[src/design/vclk_pkg.sv]
// constants shared by the video clock generator digital logic
package vclk_pkg;
    localparam int unsigned NCO_WIDTH  = 16;
    localparam logic [15:0] FREQ_INIT  = 16'h2000;
    localparam logic [15:0] FREQ_MIN   = 16'h0100;
    localparam logic [15:0] FREQ_MAX   = 16'h8000;
    localparam logic [15:0] FREQ_GAIN  = 16'h0004;
    localparam logic [1:0]  REF_CNT_ZERO   = 2'h0;
    localparam logic [4:0]  WORD_CNT_ZERO  = 5'h00;
    localparam logic [4:0]  WORD_STEP_ONE  = 5'h01;
    localparam int unsigned WIDTH_SEL_BITS = 3;
    localparam int unsigned REF_SEL_BITS   = 2;
    // width modulus is 4 * (code + 1): code shifted up by two bits
    localparam int unsigned WIDTH_SHIFT    = 2;

    typedef enum logic [2:0] {
        pfd_idle = 3'b001,
        pfd_up   = 3'b010,
        pfd_down = 3'b100
    } pfd_state_type;
endpackage : vclk_pkg

[src/design/video_clock_divider_pll_logic.sv]
// digital divider, phase comparator and load clock logic of a video clock
// Summary of operation
// (RULE_01) reference divider divides crystal reference by 1 to 4, feeds comparator
// (RULE_02) word-width divider divides pixel clock by 4 to 32 in steps of 4
// (RULE_03) locked pixel rate equals reference times width modulus over ref modulus
// (RULE_04) phase comparator steers oscillator by error until phase and frequency match
// (RULE_05) exactly one load pulse per width modulus count of pixel clocks
// (RULE_06) all three load clocks come from the word-width divider output
// (RULE_07) differential pixel clock shifts, differential load clock loads shift register
// (RULE_08) load and pixel clock outputs all change on the same clock edge
// (RULE_09) system clock output comes from reference path, independent of pixel rate
// (RULE_10) gated load clocks start at next free load clock rising edge after gate high
// (RULE_11) width select is a static three-bit word, bit zero least significant
// (RULE_12) reference select is a static two-bit word, bit zero least significant
// (RULE_13) free load clock feeds the phase comparator, closing the loop
// (RULE_14) width modulus is four times code plus one; reference modulus code plus one
// (RULE_15) gate low at free load clock rising edge stops gated clocks without runt pulse
`timescale 1ns/10ps
`default_nettype none
module video_clock_divider_pll_logic
    import vclk_pkg::*;
(
    input  wire logic                      clock,
    input  wire logic                      reset_n,
    input  wire logic                      crystal_tick,
    input  wire logic [WIDTH_SEL_BITS-1:0] width_select,
    input  wire logic [REF_SEL_BITS-1:0]   ref_select,
    input  wire logic                      video_gate_in,
    output logic                           pixel_clock_diff_p,
    output logic                           pixel_clock_diff_n,
    output logic                           free_load_clock,
    output logic                           gated_load_clock_single,
    output logic                           gated_load_clock_diff_p,
    output logic                           gated_load_clock_diff_n,
    output logic                           system_clock_out,
    output logic [NCO_WIDTH-1:0]           oscillator_tune
);
    // reference divider
    logic [1:0]           ref_cnt_r;
    logic                 ref_pulse_r;
    logic                 sys_clk_r;
    // tuned oscillator model: phase accumulator steered by the comparator
    logic [NCO_WIDTH-1:0] phase_acc_r;
    logic [NCO_WIDTH-1:0] freq_word_r;
    logic [NCO_WIDTH-1:0] freq_word_nxt;
    logic                 pix_r;
    // word-width divider and load clocks
    logic [4:0]           word_cnt_r;
    logic                 load_r;
    logic                 gate_r;
    logic                 gated_r;
    logic                 fb_pulse_r;
    // phase comparator and tuning clamps
    pfd_state_type        pfd_r;
    pfd_state_type        pfd_nxt;
    logic [NCO_WIDTH-1:0] freq_up_sat;
    logic [NCO_WIDTH-1:0] freq_down_sat;

    // decoded moduli, held as terminal counts
    wire logic [1:0] ref_last  = ref_select;                        // see (RULE_14)
    wire logic [4:0] word_last =
        5'({width_select, 2'b00} + {2'b00, 3'b011});                // see (RULE_14)
    wire logic       ref_wrap  = crystal_tick && (ref_cnt_r == ref_last);

    wire logic [NCO_WIDTH:0] acc_sum =
        {1'b0, phase_acc_r} + {1'b0, freq_word_r};
    wire logic       nco_tick  = acc_sum[NCO_WIDTH];
    // one pixel clock period is two oscillator ticks; rising edge counts
    wire logic       pix_rise  = nco_tick && !pix_r;
    wire logic       word_wrap = pix_rise && (word_cnt_r == word_last);
    // load level is high for exactly one pixel period per modulus count
    wire logic       load_nxt  = pix_rise ? word_wrap : load_r;     // see (RULE_05)
    wire logic       load_rise = pix_rise && word_wrap;
    // gate sampled only at the load rising edge, so pulses are whole
    wire logic       gate_nxt  = load_rise ? video_gate_in : gate_r; // see (RULE_10)
    wire logic       gated_nxt = load_nxt && gate_nxt;  // see (RULE_06) (RULE_15)

    // one gain step either way, clamped so the oscillator never stalls
    // and never wraps past its top rate
    wire logic [NCO_WIDTH-1:0] freq_up   = freq_word_r + FREQ_GAIN;
    wire logic [NCO_WIDTH-1:0] freq_down = freq_word_r - FREQ_GAIN;
    wire logic freq_up_over    = freq_up > FREQ_MAX;
    wire logic freq_down_under = (freq_down < FREQ_MIN)
                                 || (freq_down > freq_word_r);
    assign freq_up_sat   = freq_up_over ? FREQ_MAX : freq_up;
    assign freq_down_sat = freq_down_under ? FREQ_MIN : freq_down;

    // comparator inputs: both at once cancel, otherwise one leads
    wire logic both_pulse = ref_pulse_r && fb_pulse_r;
    wire logic ref_only   = ref_pulse_r && !fb_pulse_r;
    wire logic fb_only    = fb_pulse_r && !ref_pulse_r;

    // reference divider: count crystal ticks, pulse once per modulus
    always_ff @(posedge clock or negedge reset_n) begin
        if (!reset_n) begin
            ref_cnt_r   <= REF_CNT_ZERO;
            ref_pulse_r <= 1'b0;
        end else begin
            ref_pulse_r <= ref_wrap;                                // see (RULE_01)
            if (crystal_tick) begin
                ref_cnt_r <= ref_wrap ? REF_CNT_ZERO : 2'(ref_cnt_r + 2'h1);
            end
        end
    end

    // system clock toggles per crystal tick and never sees the pixel
    // loop, so the processor keeps its rate whatever the pixel rate
    always_ff @(posedge clock or negedge reset_n) begin
        if (!reset_n) begin
            sys_clk_r <= 1'b0;
        end else if (crystal_tick) begin
            sys_clk_r <= !sys_clk_r;                                // see (RULE_09)
        end
    end

    // oscillator model; the carry out of the accumulator is one tick
    always_ff @(posedge clock or negedge reset_n) begin
        if (!reset_n) begin
            phase_acc_r <= '0;
            pix_r       <= 1'b0;
        end else begin
            phase_acc_r <= acc_sum[NCO_WIDTH-1:0];
            if (nco_tick) begin
                pix_r <= !pix_r;
            end
        end
    end

    // word-width divider counts pixel rising edges only; the wrap
    // marks the last pixel of each word
    always_ff @(posedge clock or negedge reset_n) begin
        if (!reset_n) begin
            word_cnt_r <= WORD_CNT_ZERO;
        end else if (pix_rise) begin
            word_cnt_r <= word_wrap ? WORD_CNT_ZERO
                                    : 5'(word_cnt_r + WORD_STEP_ONE); // see (RULE_02)
        end
    end

    // load and gated clocks update together, so all edges share one clock
    always_ff @(posedge clock or negedge reset_n) begin
        if (!reset_n) begin
            load_r  <= 1'b0;
            gate_r  <= 1'b0;
            gated_r <= 1'b0;
        end else begin
            load_r  <= load_nxt;                                    // see (RULE_08)
            gate_r  <= gate_nxt;
            gated_r <= gated_nxt;
        end
    end

    // one-cycle feedback pulse at each load rise drives the comparator
    always_ff @(posedge clock or negedge reset_n) begin
        if (!reset_n) begin
            fb_pulse_r <= 1'b0;
        end else begin
            fb_pulse_r <= load_rise;                                // see (RULE_13)
        end
    end

    // phase-frequency comparator: the longer one input leads, the further
    // the tuning word moves, so the correction tracks the size of the error
    always_comb begin
        pfd_nxt = pfd_r;
        if (both_pulse) begin
            pfd_nxt = pfd_idle;
        end else if (ref_only) begin
            pfd_nxt = (pfd_r == pfd_down) ? pfd_idle : pfd_up;
        end else if (fb_only) begin
            pfd_nxt = (pfd_r == pfd_up) ? pfd_idle : pfd_down;
        end
    end

    always_comb begin
        case (pfd_r)
            pfd_up: begin
                freq_word_nxt = freq_up_sat;                        // see (RULE_04)
            end
            pfd_down: begin
                freq_word_nxt = freq_down_sat;                      // see (RULE_04)
            end
            default: begin
                freq_word_nxt = freq_word_r;                        // see (RULE_03)
            end
        endcase
    end

    // comparator state; a pulse on the other input while one leads
    // returns it to idle, so it never steers both ways at once
    always_ff @(posedge clock or negedge reset_n) begin
        if (!reset_n) begin
            pfd_r <= pfd_idle;
        end else begin
            pfd_r <= pfd_nxt;
        end
    end

    // tuning word holds its last value once the loop is locked;
    // a reset restarts it from the nominal rate
    always_ff @(posedge clock or negedge reset_n) begin
        if (!reset_n) begin
            freq_word_r <= FREQ_INIT;
        end else begin
            freq_word_r <= freq_word_nxt;
        end
    end

    // differential pairs come from the same flops, so edges stay aligned
    assign pixel_clock_diff_p      = pix_r;                         // see (RULE_07)
    assign pixel_clock_diff_n      = !pix_r;

    // load clocks: free-running, then gated single and gated pair
    assign free_load_clock         = load_r;
    assign gated_load_clock_single = gated_r;
    assign gated_load_clock_diff_p = gated_r;                       // see (RULE_07)
    assign gated_load_clock_diff_n = !gated_r;

    // system side and tuning word
    assign system_clock_out        = sys_clk_r;
    assign oscillator_tune         = freq_word_r;
endmodule : video_clock_divider_pll_logic
`default_nettype wire

[config.mk]
export PLATFORM = sky130hd
export DESIGN_NAME = video_clock_divider_pll_logic
export DESIGN_NICKNAME = d
export VERILOG_FILES = /design/src/design/vclk_pkg.sv /design/src/design/video_clock_divider_pll_logic.sv
export SDC_FILE = /design/constraint.sdc
export NUM_CORES = 1
export LEC_CHECK = 0
export BUFFER_PORTS_ARGS = -buffer_cell sky130_fd_sc_hd__buf_2
export CORE_MARGIN = 2
export CORE_UTILIZATION = 40
export CTS_BUF_LIST = sky130_fd_sc_hd__clkbuf_2 sky130_fd_sc_hd__clkbuf_4 sky130_fd_sc_hd__clkbuf_8
export DETAILED_ROUTE_END_ITERATION = 12
export GPL_ROUTABILITY_DRIVEN = 0
export RECOVER_POWER = 50
export SLEW_MARGIN = 20
export SYNTH_ARGS = -nofsm -noshare
export SYNTH_HDL_FRONTEND = slang
export SYNTH_SLANG_ARGS = --single-unit
export TNS_END_PERCENT = 100
[constraint.sdc]
create_clock -name clock -period 3 [get_ports clock]
set_clock_uncertainty 0.1 [all_clocks]
set_input_delay 0.6 -clock clock [delete_from_list [all_inputs] [get_ports clock]]
set_output_delay 0.6 -clock clock [all_outputs]
set_load 0.1 [all_outputs]
==> results.sh <==
export IMPL_core_area_mm2=0.00830
export IMPL_cts_tree="done"
export IMPL_pre_cts_ws_ns=-0.153
export IMPL_die_x_um=96.9
export IMPL_synth_edff_count=0
export IMPL_setup_viol=13
export IMPL_grt_max_degree=40
export IMPL_arrival_ns=3.30
export IMPL_finalCritPeriodShare=1.06
export IMPL_startpoint="oscillator_tune[3]$_DFFE_PN0P_"
export IMPL_period_needed_ns=3.17
export IMPL_power_density_mw_per_mm2=1120
export IMPL_min_path_type="register to register"
export IMPL_worstSetupEndpointType="register"
export IMPL_ant_nets=0
export IMPL_antenna_found_initial=0
export IMPL_syn_inst=401
export IMPL_start_kind="register"
export IMPL_ir_drop_uv=1060
export IMPL_tightest_slew_ns=2.24
export IMPL_hold_viol=0
export IMPL_post_drt_via_cell_ratio=5.73
export IMPL_cellLeakagePower_nw=1.86
export IMPL_antenna_cells=0
export IMPL_grt_ovfl_total=0
export IMPL_setup_ws_ns=-0.167
export IMPL_clock_sink_count=46
export IMPL_worstHoldStart="system_clock_out$_DFFE_PN0P_"
export IMPL_hpwlAfterDp_um=6590
export IMPL_synthArstFlopShare=1.00
export IMPL_failed_checks="capacitance limit, slew limit, setup timing"
export IMPL_root_buffer="clkbuf_8"
export IMPL_path_clk_slew_ns=0.10
export IMPL_grt_setup_unrepaired="true"
export IMPL_grt_use_total=0.188
export IMPL_drive_above_1_share=0.251
export IMPL_path_max_fanout=6
export IMPL_portBuffers=29
export IMPL_required_ns=3.14
export IMPL_die_area_mm2=0.00939
export IMPL_grt_pass1_wl_um=14700
export IMPL_num_vias=3272
export IMPL_drv_cap=1
export IMPL_syn_cell_area_mm2=0.00345
export IMPL_wl_per_cell_um=15.7
export IMPL_r2r_start="oscillator_tune[3]$_DFFE_PN0P_"
export IMPL_status="complete, but fails checks"
export IMPL_numCtsBuffers=5
export IMPL_design_area_mm2=0.00420
export IMPL_ys_flop_type="dfrtp_1"
export IMPL_fmax_ghz=0.316
export IMPL_max_slew_margin=-0.494
export IMPL_insertion_delay_ns=0.30
export IMPL_first_global_vias=3010
export IMPL_critPathKind="register to register"
export IMPL_placed_area_mm2=0.00401
export IMPL_io_pins=32
export IMPL_start_util=0.416
export IMPL_syn_area_per_cell_um2=8.61
export IMPL_routed_wl_um=8970
export IMPL_dr_pass1_iters=6
export IMPL_yosysWarningCount=0
export IMPL_synth_top_cell_by_area="dfrtp_1"
export IMPL_h_tree_depth=2
export IMPL_area_growth_pct=21.6
export IMPL_slew_viol_final=40
export IMPL_power_w=0.00468
export IMPL_layout_nets=498
export IMPL_nFillCells=788
export IMPL_cts_buffer_depth=2
export IMPL_final_setup_tns_ns=-1.93
export IMPL_drt_initial_drc_count=206
export IMPL_drc=0
export IMPL_yosysUniqueCellTypes=61
export IMPL_yosysSeqAreaShare=0.334
export IMPL_fin_util=0.506
export IMPL_synth_area_leaders="dfrtp_1 32%, ha_1 8.7%, xnor2_1 5.6%"
export IMPL_num_rows=33
export IMPL_die_h_um=96.9
export IMPL_synth_top_area_share=0.319
export IMPL_ys_seq_elements=46
## layer usage
metal / share of wire / global-route usage
met3: 0.047 / 0.0376
met2: 0.45 / 0.284
met4: 0.019 / 0.0607
met5: 0 / 0
met1: 0.49 / 0.270
## cell usage in the layout, fill, tap and decap left out, types with 6 or more instances in the layout
| cell | count |
|---|---|
| a31oi_1 | 11 |
| inv_1 | 28 |
| xnor2_1 | 22 |
| a21oi_1 | 26 |
| ha_1 | 23 |
| xor2_1 | 10 |
| nand2_1 | 26 |
| a211oi_1 | 6 |
| dfrtp_1 | 34 |
| nand4_1 | 9 |
| buf_4 | 44 |
| nand3_1 | 13 |
| nor2_1 | 28 |
| o211ai_1 | 9 |
| o21ai_0 | 22 |
| dfrtp_2 | 7 |
| a21o_1 | 6 |
| nor3_1 | 10 |
| buf_2 | 27 |
## cells by family (layout without fill, tap and decap cells)
group / count (synthesis) / after routing / share of synthesized area
AO/OA/AOI/OAI: 122 / 122 / 0.240
XOR/XNOR: 32 / 32 / 0.0812
adder cells (fa/ha/maj): 24 / 24 / 0.0870
buffers and inverters: 52 / 115 / 0.0649
flip-flops: 46 / 46 / 0.334
multiplexers: 2 / 2 / 0.00580
other: 1 / 3 / 0.00109
AND/OR/NAND/NOR: 122 / 122 / 0.186
## worst paths after layout
check | to | slack (ns) | cells after the start
max reg2reg | oscillator_tune[15]$_DFFE_PN0P_ | -0.17 | 12
min | system_clock_out$_DFFE_PN0P_ | 0.36 | 1
max | oscillator_tune[15]$_DFFE_PN0P_ | -0.17 | 12
min reg2reg | system_clock_out$_DFFE_PN0P_ | 0.36 | 1
max in group asynchronous | oscillator_tune[11]$_DFFE_PN0P_ | 0.37 | 1
min in group asynchronous | phase_acc_r[2]$_DFF_PN0_ | 0.85 | 1
## flip-flops by register name, indices dropped and copies added, names as in the netlist
name / flops
system_clock_out: 1
pfd_r: 3
ref_pulse_r: 1
phase_acc_r: 15
oscillator_tune: 14
free_load_clock: 1
gated_load_clock_diff_p: 1
fb_pulse_r: 1
pixel_clock_diff_p: 1
ref_cnt_r: 2
word_cnt_r: 5
gate_r: 1
## cell usage after synthesis, types with 3 or more instances
cell,number
inv_1,30
clkbuf_1,10
a31oi_1,11
nor2b_1,4
nor4_1,6
nor3_1,11
a22oi_1,3
xor2_1,10
a21oi_1,26
o31ai_1,4
o22ai_1,4
nand2_1,28
a41oi_1,3
nand4_1,9
a211oi_1,6
a311oi_1,4
nor2_1,28
a21o_1,6
dfrtp_1,44
ha_1,24
buf_2,5
o211ai_1,9
buf_4,4
o21ai_0,25
and4_1,3
nand3_1,13
xnor2_1,22
nand3b_1,3
and3_1,3
## layout make-up
| cell class | count | area (um2) | share of cell area |
|---|---|---|---|
| clock buffers | 5 | 68.8 | 0.0164 |
| clock inverters | 3 | 23.8 | 0.00567 |
| inverters | 30 | 118 | 0.0280 |
| multi-input cells | 305 | 2170 | 0.517 |
| flip-flops and latches | 46 | 1170 | 0.280 |
| well taps | 105 | 131 | 0.0313 |
| repair buffers | 77 | 512 | 0.122 |
## critical path, stage by stage (launching register included)
cell and delay (ns):
dfrtp_4 0.50, inv_4 0.07, ha_4 0.12, nor3b_4 0.20, ha_1 0.28, xnor2_1 0.14, o2bb2ai_1 0.08, a221o_1 0.31
a311o_1 0.39, a2111oi_4 0.46, buf_4 0.22, o311ai_0 0.13, o21ai_1 0.10
## metrics by stage
stage,cells,hold slack [ns]
after global placement,559,0.346
after floorplan,403,0.204
after detailed placement,559,0.350
after CTS,569,0.367
final,571,0.363
after global routing,571,0.403
## report_power, final
| part | switching [W] | leakage [nW] | total, W | internal (W) |
|---|---|---|---|---|
| sequential | 0.000142 | 0.553 | 0.00100 | 0.000862 |
| clock | 0.000239 | 0.0408 | 0.000406 | 0.000167 |
| combinational | 0.00200 | 1.26 | 0.00327 | 0.00127 |
| total | 0.00238 | 1.86 | 0.00468 | 0.00230 |
## timing repair
action | CTS | global route
pin swaps | 8 | 4
setup buffers | 1 | 2
endpoints found under the hold margin | 0 | 0
setup endpoints to repair | 13 | 18
cloned | 1 | 0
gates resized for setup | 9 | 7
hold buffers | 0 | 0
Power figures use the tool's default switching activity.
